### src/pkg/zero_adjust_regs.svh
// register offsets, fields, reset values, clock rate and timing durations in milliseconds
`ifndef ZERO_ADJUST_REGS_SVH
`define ZERO_ADJUST_REGS_SVH
`define CLK_HZ          10000000
`define ADDR_CTRL       8'h00
`define ADDR_STATUS     8'h04
`define ADDR_IRQ_STAT   8'h08
`define ADDR_IRQ_MASK   8'h0C
`define ADDR_OFFSET     8'h10
`define ADDR_RESIDUAL   8'h14
`define ADDR_OUTPUT     8'h18
`define ADDR_SWITCH     8'h1C
`define CTRL_ZERO_REQ   0
`define CTRL_RAMP_UP    1
`define CTRL_RAMP_DN    2
`define CTRL_STEP_UP    3
`define CTRL_STEP_DN    4
`define IRQ_DONE        0
`define IRQ_FAIL        1
`define IRQ_EXIT        2
`define IRQ_LIMIT       3
`define AUTO_RUN_MS     8000
`define HOLD_MS         5000
`define REPRESS_MS      3000
`define DEBOUNCE_MS     20
`define BLINK_MS        250
`define BLINK_FAST_MS   100
`define FLASH_MS        1000
`define OFFSET_RESET    16'h0000
`define OFFSET_LIMIT    16'h2710
`define RESID_LIMIT     16'h2710
`define NEG_LIMIT       16'hFFEC
`define RAMP_MS         10
`endif

### src/pkg/zero_adjust_pkg.sv
// types shared by the zero adjust sequencer
package zero_adjust_pkg;
   typedef enum logic [2:0] {
      ST_MEASURE = 3'b000,
      ST_AUTO    = 3'b001,
      ST_HOLD    = 3'b010,
      ST_RAMP    = 3'b011,
      ST_RELEASE = 3'b100
   } zero_state_e;
   typedef enum logic [1:0] {
      SW_SETPOINT = 2'b00,
      SW_ATM      = 2'b01,
      SW_STATUS   = 2'b10
   } switch_src_e;
endpackage

### src/logic/zero_adjust_button_sequencer.sv
// zero adjust sequencer with wishbone registers and lamp drive
//
// The Wishbone interface to the registers and the register offsets are this design's own decisions.
`timescale 1ns/1ps
`include "zero_adjust_regs.svh"
module zero_adjust_button_sequencer #(
   parameter int AUTO_CYC = (`AUTO_RUN_MS * (`CLK_HZ / 1000)),
   parameter int HOLD_CYC = (`HOLD_MS * (`CLK_HZ / 1000)),
   parameter int REP_CYC  = (`REPRESS_MS * (`CLK_HZ / 1000)),
   parameter int DEB_CYC  = (`DEBOUNCE_MS * (`CLK_HZ / 1000)),
   parameter int BLK_CYC  = (`BLINK_MS * (`CLK_HZ / 1000)),
   parameter int FST_CYC  = (`BLINK_FAST_MS * (`CLK_HZ / 1000)),
   parameter int FLS_CYC  = (`FLASH_MS * (`CLK_HZ / 1000)),
   parameter int RMP_CYC  = (`RAMP_MS * (`CLK_HZ / 1000))
) (
   input  wire logic        clk_i,
   input  wire logic        rst_i,
   input  wire logic        wb_cyc_i,
   input  wire logic        wb_stb_i,
   input  wire logic        wb_we_i,
   input  wire logic [7:0]  wb_adr_i,
   input  wire logic [31:0] wb_dat_i,
   input  wire logic [3:0]  wb_sel_i,
   output logic      [31:0] wb_dat_o,
   output logic             wb_ack_o,
   input  wire logic        zero_key_i,
   input  wire logic        remote_zero_i,
   input  wire logic        ctrl_zero_i,
   input  wire logic        warming_i,
   input  wire logic        atmosphere_i,
   input  wire logic [15:0] residual_i,
   input  wire logic [15:0] output_mv_i,
   input  wire logic        adj_fail_i,
   input  wire logic        setpoint_one_i,
   input  wire logic        setpoint_two_i,
   input  wire logic        atmospheric_setpoint_i,
   input  wire logic        gauge_ok_i,
   output logic             zero_start_o,
   output logic      [15:0] offset_o,
   output logic             lamp_green_o,
   output logic             contact_one_o,
   output logic             contact_two_o,
   output logic             irq_o
);
   // synchronisers and debounce state
   logic [1:0]  key_s_q, rem_s_q, ctl_s_q;
   logic        key_q, rem_q, rem_p_q, ctl_p_q;
   logic [31:0] kdb_q, rdb_q;
   // sequencer state
   zero_adjust_pkg::zero_state_e st_q, st_d;
   logic [31:0] tmr_q, rel_q, blk_q, fls_q, rmp_q;
   logic        dir_q, blink_q, fail_q, key_p_q, step_q;
   logic [15:0] off_q;
   // registers
   logic [4:0]  ctrl_q;
   logic [3:0]  ist_q, imsk_q;
   logic [3:0]  sel1_q, sel2_q;
   // two-flop sync then debounce, key and remote
   always_ff @(posedge clk_i) begin
      key_s_q <= {key_s_q[0], zero_key_i};
      rem_s_q <= {rem_s_q[0], remote_zero_i};
      ctl_s_q <= {ctl_s_q[0], ctrl_zero_i};
      ctl_p_q <= ctl_s_q[1];
   end
   always_ff @(posedge clk_i) begin
      if (rst_i) begin
         key_q   <= 1'b0;
         rem_q   <= 1'b0;
         rem_p_q <= 1'b0;
         kdb_q   <= 32'h0;
         rdb_q   <= 32'h0;
      end else begin
         rem_p_q <= rem_q;
         if (key_s_q[1] == key_q) kdb_q <= 32'h0;
         else if (kdb_q >= DEB_CYC - 1) begin
            key_q <= key_s_q[1];
            kdb_q <= 32'h0;
         end else kdb_q <= kdb_q + 32'h1;
         if (rem_s_q[1] == rem_q) rdb_q <= 32'h0;
         else if (rdb_q >= DEB_CYC - 1) begin
            rem_q <= rem_s_q[1];
            rdb_q <= 32'h0;
         end else rdb_q <= rdb_q + 32'h1;
      end
   end
   // bus decode
   wire wb_hit = wb_cyc_i & wb_stb_i & ~wb_ack_o;
   // writes land on the edge at which the master samples ack
   wire wb_wr  = wb_cyc_i & wb_stb_i & wb_ack_o & wb_we_i & wb_sel_i[0];
   wire wr_ctl = wb_wr & (wb_adr_i == `ADDR_CTRL);
   wire wr_ist = wb_wr & (wb_adr_i == `ADDR_IRQ_STAT);
   wire wr_msk = wb_wr & (wb_adr_i == `ADDR_IRQ_MASK);
   wire wr_sw  = wb_wr & (wb_adr_i == `ADDR_SWITCH);
   wire [4:0] cmd = wr_ctl ? wb_dat_i[4:0] : 5'h0;
   // request sources and the lock
   wire locked   = warming_i | atmosphere_i;
   wire rem_rise = rem_q & ~rem_p_q;
   wire ctl_rise = ctl_s_q[1] & ~ctl_p_q;
   wire zero_req = (rem_rise | ctl_rise | cmd[`CTRL_ZERO_REQ]) & ~locked;
   wire key_rise = key_q & ~key_p_q;
   wire resid_bad = residual_i > `RESID_LIMIT;
   wire neg_out   = $signed(output_mv_i) < $signed(`NEG_LIMIT);
   wire at_limit  = dir_q ? (off_q == 16'h0) : (off_q >= `OFFSET_LIMIT);
   wire ramp_cmd  = (cmd[`CTRL_RAMP_UP] | cmd[`CTRL_RAMP_DN]) & ~locked;
   wire step_cmd  = (cmd[`CTRL_STEP_UP] | cmd[`CTRL_STEP_DN]) & ~locked;
   // no ramping while a fine step is held, so one re-press moves one unit
   wire ramp_due  = (st_q == zero_adjust_pkg::ST_RAMP) & key_q & ~step_q
                    & (rmp_q >= RMP_CYC - 1);
   wire ramp_tick = ramp_due & ~at_limit;
   wire auto_end  = (st_q == zero_adjust_pkg::ST_AUTO)
                    & (tmr_q >= AUTO_CYC - 1);
   wire auto_fail = auto_end & (resid_bad | adj_fail_i);
   wire rel_out   = (st_q == zero_adjust_pkg::ST_RELEASE)
                    & (rel_q >= HOLD_CYC - 1);
   // next-state logic
   always_comb begin
      st_d = st_q;
      unique case (st_q)
         zero_adjust_pkg::ST_MEASURE: begin
            if (key_rise & ~locked) st_d = zero_adjust_pkg::ST_HOLD;
            else if (zero_req) st_d = zero_adjust_pkg::ST_AUTO;
         end
         zero_adjust_pkg::ST_AUTO:
            if (auto_end) st_d = zero_adjust_pkg::ST_MEASURE;
         zero_adjust_pkg::ST_HOLD: begin
            if (!key_q) st_d = zero_adjust_pkg::ST_AUTO;
            else if (tmr_q >= HOLD_CYC - 1)
               st_d = zero_adjust_pkg::ST_RAMP;
         end
         zero_adjust_pkg::ST_RAMP:
            if (!key_q) st_d = zero_adjust_pkg::ST_RELEASE;
         zero_adjust_pkg::ST_RELEASE: begin
            if (rel_out) st_d = zero_adjust_pkg::ST_MEASURE;
            else if (key_rise) st_d = zero_adjust_pkg::ST_RAMP;
         end
         default: st_d = zero_adjust_pkg::ST_MEASURE;
      endcase
   end
   // sequencer registers
   always_ff @(posedge clk_i) begin
      if (rst_i) begin
         st_q        <= zero_adjust_pkg::ST_MEASURE;
         key_p_q     <= 1'b0;
         step_q      <= 1'b0;
         tmr_q       <= 32'h0;
         rel_q       <= 32'h0;
         rmp_q       <= 32'h0;
         fls_q       <= 32'h0;
         dir_q       <= 1'b0;
         fail_q      <= 1'b0;
         off_q       <= `OFFSET_RESET;
      end else begin
         key_p_q     <= key_q;
         st_q        <= st_d;
         tmr_q <= (st_d != st_q) ? 32'h0 : tmr_q + 32'h1;
         rmp_q <= (rmp_q >= RMP_CYC - 1) ? 32'h0 : rmp_q + 32'h1;
         if (st_q == zero_adjust_pkg::ST_RELEASE) rel_q <= rel_q + 32'h1;
         else rel_q <= 32'h0;
         if (fls_q != 32'h0) fls_q <= fls_q - 32'h1;
         // re-press within window: step or reverse
         if (st_q == zero_adjust_pkg::ST_RELEASE && key_rise) begin
            if (rel_q >= REP_CYC) begin
               dir_q <= ~dir_q;
               fls_q <= FLS_CYC;
            end else if (!at_limit) begin
               off_q <= dir_q ? off_q - 16'h1 : off_q + 16'h1;
            end
         end else if (ramp_tick) begin
            off_q <= dir_q ? off_q - 16'h1 : off_q + 16'h1;
         end else if (ramp_cmd) begin
            if (cmd[`CTRL_RAMP_UP] && off_q < `OFFSET_LIMIT)
               off_q <= off_q + 16'h1;
            else if (cmd[`CTRL_RAMP_DN] && off_q != 16'h0)
               off_q <= off_q - 16'h1;
         end else if (step_cmd) begin
            if (cmd[`CTRL_STEP_UP] && off_q < `OFFSET_LIMIT)
               off_q <= off_q + 16'h1;
            else if (cmd[`CTRL_STEP_DN] && off_q != 16'h0)
               off_q <= off_q - 16'h1;
         end
         if (st_q == zero_adjust_pkg::ST_MEASURE && st_d != st_q)
            dir_q <= 1'b0;
         if (auto_end) fail_q <= auto_fail;
         // a short re-press marks the held ramp as a fine step
         if (st_q == zero_adjust_pkg::ST_RELEASE && key_rise)
            step_q <= (rel_q < REP_CYC);
         else if (st_q != zero_adjust_pkg::ST_RAMP)
            step_q <= 1'b0;
      end
   end
   // lamp blink generator
   wire [31:0] blk_per = (fls_q != 32'h0) ? FST_CYC : BLK_CYC;
   wire blinking = (st_q != zero_adjust_pkg::ST_MEASURE) | fail_q
                   | neg_out;
   always_ff @(posedge clk_i) begin
      if (rst_i) begin
         blk_q   <= 32'h0;
         blink_q <= 1'b0;
      end else if (blk_q >= blk_per - 1) begin
         blk_q   <= 32'h0;
         blink_q <= ~blink_q;
      end else blk_q <= blk_q + 32'h1;
   end
   // interrupt status, set wins over clear
   wire [3:0] ev = {ramp_due & at_limit, rel_out, auto_fail, auto_end};
   always_ff @(posedge clk_i) begin
      if (rst_i) begin
         ist_q  <= 4'h0;
         imsk_q <= 4'h0;
         ctrl_q <= 5'h0;
         sel1_q <= 4'h0;
         sel2_q <= 4'h0;
      end else begin
         ist_q <= (ist_q & ~(wr_ist ? wb_dat_i[3:0] : 4'h0)) | ev;
         if (wr_msk) imsk_q <= wb_dat_i[3:0];
         if (wr_ctl) ctrl_q <= wb_dat_i[4:0];
         if (wr_sw) begin
            sel1_q <= wb_dat_i[3:0];
            sel2_q <= wb_dat_i[7:4];
         end
      end
   end
   // switching source selection
   function automatic logic sw_pick(input logic [3:0] s, input logic sp);
      unique case (zero_adjust_pkg::switch_src_e'(s[1:0]))
         zero_adjust_pkg::SW_ATM:    sw_pick = atmospheric_setpoint_i;
         zero_adjust_pkg::SW_STATUS: sw_pick = gauge_ok_i;
         default:                    sw_pick = sp;
      endcase
   endfunction
   // read mux
   logic [31:0] rd;
   always_comb begin
      unique case (wb_adr_i)
         `ADDR_CTRL:     rd = {27'h0, ctrl_q};
         `ADDR_STATUS:   rd = {26'h0, locked, fail_q, dir_q, st_q};
         `ADDR_IRQ_STAT: rd = {28'h0, ist_q};
         `ADDR_IRQ_MASK: rd = {28'h0, imsk_q};
         `ADDR_OFFSET:   rd = {16'h0, off_q};
         `ADDR_RESIDUAL: rd = {16'h0, residual_i};
         `ADDR_OUTPUT:   rd = {16'h0, output_mv_i};
         `ADDR_SWITCH:   rd = {24'h0, sel2_q, sel1_q};
         default:        rd = 32'h0;
      endcase
   end
   // registered outputs
   always_ff @(posedge clk_i) begin
      if (rst_i) begin
         wb_ack_o      <= 1'b0;
         wb_dat_o      <= 32'h0;
         zero_start_o  <= 1'b0;
         offset_o      <= `OFFSET_RESET;
         lamp_green_o  <= 1'b0;
         contact_one_o <= 1'b0;
         contact_two_o <= 1'b0;
         irq_o         <= 1'b0;
      end else begin
         wb_ack_o      <= wb_hit;
         wb_dat_o      <= rd;
         zero_start_o  <= (st_q != zero_adjust_pkg::ST_AUTO)
                          & (st_d == zero_adjust_pkg::ST_AUTO);
         offset_o      <= off_q;
         lamp_green_o  <= blinking ? blink_q : 1'b1;
         contact_one_o <= sw_pick(sel1_q, setpoint_one_i);
         contact_two_o <= sw_pick(sel2_q, setpoint_two_i);
         irq_o         <= |(ist_q & imsk_q);
      end
   end
   // auto run ends at the documented duration
   a_auto_length: assert property (@(posedge clk_i) disable iff (rst_i)
      auto_end |-> tmr_q == AUTO_CYC - 1)
      else $error("auto run length wrong");
   a_lock_blocks: assert property (@(posedge clk_i) disable iff (rst_i)
      (st_q == zero_adjust_pkg::ST_MEASURE && locked) |=>
      st_q == zero_adjust_pkg::ST_MEASURE)
      else $error("request taken while locked");
   a_auto_return: assert property (@(posedge clk_i) disable iff (rst_i)
      auto_end |=> st_q == zero_adjust_pkg::ST_MEASURE)
      else $error("no return after auto");
   a_release_exit: assert property (@(posedge clk_i) disable iff (rst_i)
      rel_out && !key_rise |=> st_q == zero_adjust_pkg::ST_MEASURE)
      else $error("no exit after release");
   a_fail_flag: assert property (@(posedge clk_i) disable iff (rst_i)
      auto_end && resid_bad |=> fail_q)
      else $error("residual failure missed");
   a_reverse_dir: assert property (@(posedge clk_i) disable iff (rst_i)
      st_q == zero_adjust_pkg::ST_RELEASE && key_rise && rel_q >= REP_CYC
      |=> dir_q != $past(dir_q))
      else $error("ramp not reversed");
   a_step_one: assert property (@(posedge clk_i) disable iff (rst_i)
      st_q == zero_adjust_pkg::ST_RELEASE && key_rise && rel_q < REP_CYC
      && !at_limit |=> off_q != $past(off_q))
      else $error("fine step missing");
   a_ramp_hold: assert property (@(posedge clk_i) disable iff (rst_i)
      st_q == zero_adjust_pkg::ST_HOLD && key_q && tmr_q == HOLD_CYC - 1
      |=> st_q == zero_adjust_pkg::ST_RAMP)
      else $error("ramp not entered");
endmodule

### config.mk
export PLATFORM = sky130hd
export DESIGN_NAME = zero_adjust_button_sequencer
export DESIGN_NICKNAME = d
export VERILOG_FILES = /design/src/pkg/zero_adjust_pkg.sv /design/src/logic/zero_adjust_button_sequencer.sv
export VERILOG_INCLUDE_DIRS = /design/src /design/src/pkg
export SDC_FILE = /design/constraint.sdc
export NUM_CORES = 1
export LEC_CHECK = 0
export ABC_AREA = 0
export BUFFER_PORTS_ARGS = -buffer_cell sky130_fd_sc_hd__buf_2
export CORE_AREA = 3 3 216 218
export DETAILED_ROUTE_END_ITERATION = 12
export DIE_AREA = 0 0 219 221
export GPL_ROUTABILITY_DRIVEN = 0
export HOLD_SLACK_MARGIN = 0.03
export MAX_ROUTING_LAYER = met4
export PLACE_DENSITY = 0.45
export SLEW_MARGIN = 20
export SYNTH_ARGS = -nofsm -noshare
export SYNTH_HDL_FRONTEND = slang
export SYNTH_SLANG_ARGS = --single-unit
### constraint.sdc
create_clock -name clk_i -period 4.6 [get_ports clk_i]
set_input_delay 0.23 -clock clk_i [delete_from_list [all_inputs] [get_ports clk_i]]
set_output_delay 0.23 -clock clk_i [all_outputs]
set_load 0.01 [all_outputs]
==> flow_summary.ini <==
[cells_and_area]
layout-drive-gt1-share = 0.124
final_area_um2 = 16200
mostFrequentLayoutCell = dfxtp_1
syn_to_final_growth_pct = 20.6
fin_nets = 1777
antenna_cells = 0
post-route-util = 0.359
mostFrequentLayoutCells = 317 x dfxtp_1, 291 x nor2_1, 100 x buf_2

[cts]
cts_inserted_buffers = 38
clock_sinks = 317
root_buffer = clkbuf_16
cts.path.max_buffers = 3
cts_setup_buffers = 0
ctsResizeCount = 0
clk_pin_slew_ns = 0.06
insertion_delay_ns = 0.54
cts_tree = yes
htree_levels = 2
cts_hold_buf = 24

[floorplan]
die_h_um = 221
num_rows = 78
fp.coreArea_um2 = 45100
die_area_um2 = 48400
dieWidth_um = 219
io_pins = 145
initial_core_util = 0.298

[placed_design]
placed_area_um2 = 14600
io_buffers = 101
dp_hpwl_mm = 21.0

[worst_setup_path]
critPathLaunchType = register
slowest_delay_ns = 0.61
path_cells = or4_4 > or4_4 > or4_1 > inv_4 > ha_1 > a211o_1 > a21oi_1 > o21ai_0 > a2111oi_0 > o21ai_0 > a21o_1 > nor2_1
crit_buf_inv = 1
endpoint_kind = register
cp_data_arrival_time_ns = 4.63
cp_top_family = simple AND/OR/NAND/NOR gates
required_ns = 5.07
critPathKind = register to register
crit_path_top_delay_cell = or4_1
path_max_fanout = 23

[grt]
top_usage_layer = met2
grt_usage = 0.127
met2_usage = 0.198
grt_pass1_vias = 9968
antenna_found_initial = 0
met3_usage = 0.0236
grt_max_degree = 63
grt_pass1_wl_mm = 50.1
gr-usage-met1 = 0.164
globalRouteOverflowTotal = 0

[power]
ir_drop_mv = 0.242
p_leak_nw = 6.32
finalPower_mw = 6.81
power.density_nw_per_um2 = 421

[logic_synthesis]
ys_async_sr_fraction = 0
synth_ff_type = dfxtp_1
synth_edf_count = 0
synth_area_per_cell_um2 = 9.01
ys_warn_count = 0
seq_area_frac_synth = 0.473
ys_ff_latch = 317
ys_types = 78
syn-cell-area_um2 = 13400
syn_inst = 1490

[outcome]
status = completed

[sta]
worst_pin_slew_ns = 0.918
fin_crit_ns = 4.17
hold_viol_final = 0
setup_viol = 0
whs_ns = 0.0726
max_freq_ghz = 0.240
rsz0062_at_grt = no
fin_setup_tns_ns = 0
skew_ns = 0.0182
slew_violations = 0
post-route-period-util = 0.906
slew_headroom = 0.372

[drt]
wirelength_mm = 30.6
remaining_drc_errors = 0
ant_nets = 0
via_per_inst = 4.58
first_pass_iters = 4
vias = 10500
drt_iter0_drc = 611
wl_per_cell_um = 13.4

[worst_hold_path]
hold_path_class = input pin to register

[job]
max-cap-violations = 0
## state kept, by name (all words and copies together) (netlist names), 32 cells and up
name and flops:
tmr_q 32, rdb_q 32, fls_q 32, blk_q 32, rel_q 32, kdb_q 32
rmp_q 32
## kinds of logic (layout without fill, tap and decap cells)
group | Yosys count | after routing | synth area share
buffers and inverters | 94 | 225 | 0.0331
AO/OA/AOI/OAI | 159 | 159 | 0.0764
adder cells (fa/ha/maj) | 26 | 26 | 0.0242
AND/OR/NAND/NOR | 694 | 694 | 0.254
other | 1 | 68 | 0.000279
multiplexers | 49 | 49 | 0.0410
flip-flops | 317 | 317 | 0.473
XOR/XNOR | 150 | 150 | 0.0979
## synthesized netlist by cell type (4+ instances only)
cell	number	area share
or4_1	19	0.011
o21ai_0	20	0.0075
nor2_1	291	0.081
nand4b_1	5	0.0033
nor4b_1	4	0.0026
o41ai_1	5	0.0033
ha_1	26	0.024
dfxtp_1	317	0.47
xor2_1	88	0.057
o211ai_1	5	0.0028
a221oi_1	7	0.0046
a22oi_1	10	0.0056
nor3_1	39	0.015
nand2_1	90	0.025
mux2i_1	31	0.023
nor4_1	24	0.011
buf_1	6	0.0017
xnor2_1	62	0.040
buf_4	17	0.0095
and3_1	36	0.017
and4_1	12	0.0078
nand2b_1	7	0.0033
and2_1	9	0.0042
nand3_1	58	0.022
or2_2	10	0.0047
o31ai_1	7	0.0039
a21oi_1	63	0.023
nand4_1	36	0.017
nor2b_1	19	0.0089
a31oi_1	8	0.0037
clkbuf_1	41	0.011
inv_1	23	0.0064
mux2_2	14	0.012
or3_1	17	0.0079
## cell type report
cell class                      count  area, um^2
Clock buffer                       54        1130
Clock inverter                     14         176
Tap cell                          600         751
Fill cell                        4631       28900
Timing Repair Buffer              132         801
Multi-Input combinational cell   1146        6880
Inverter                           25        96.3
Sequential cell                   317        6350
## routing by layer
metal	vias to the layer above	share of wire
met4	0	0.024
li1	5430	-
met5	-	0
met1	4823	0.48
met3	45	0.043
met2	189	0.45
## path summary, 6_finish.rpt
path	to	slack, ns	cells after the start	from
max reg2reg	blk_q[3]$_SDFF_PP0_	0.43	12	fls_q[3]$_SDFF_PP0_
max	blk_q[3]$_SDFF_PP0_	0.43	12	fls_q[3]$_SDFF_PP0_
min	imsk_q[3]$_SDFFE_PP0P_	0.07	3	wb_dat_i[3]
min reg2reg	ctl_s_q[1]$_DFF_P_	0.33	0	ctl_s_q[0]$_DFF_P_
## per-stage QoR
step           worst slack, ns  std cells
2_1_floorplan            0.781       1557
3_3_place_gp             0.435       2196
3_5_place_dp             0.390       2196
4_1_cts                  0.362       2288
5_1_grt                 0.0309       2288
6_report                 0.434       2288
## worst register-to-register path, stage by stage, from the launching register on
cell and delay [ns]:
dfxtp_1 0.34, or4_4 0.56, or4_4 0.45, or4_1 0.61, inv_4 0.14, ha_1 0.24
a211o_1 0.25, a21oi_1 0.14, o21ai_0 0.10, a2111oi_0 0.42, o21ai_0 0.19, a21o_1 0.45
nor2_1 0.20
## where the power goes
part	internal, mW	switching [mW]
Sequential	2.87	0.0860
Combinational	0.345	0.424
Clock	1.94	1.16
Total	5.15	1.67
Note: power is estimated with default switching activity, not from simulation.
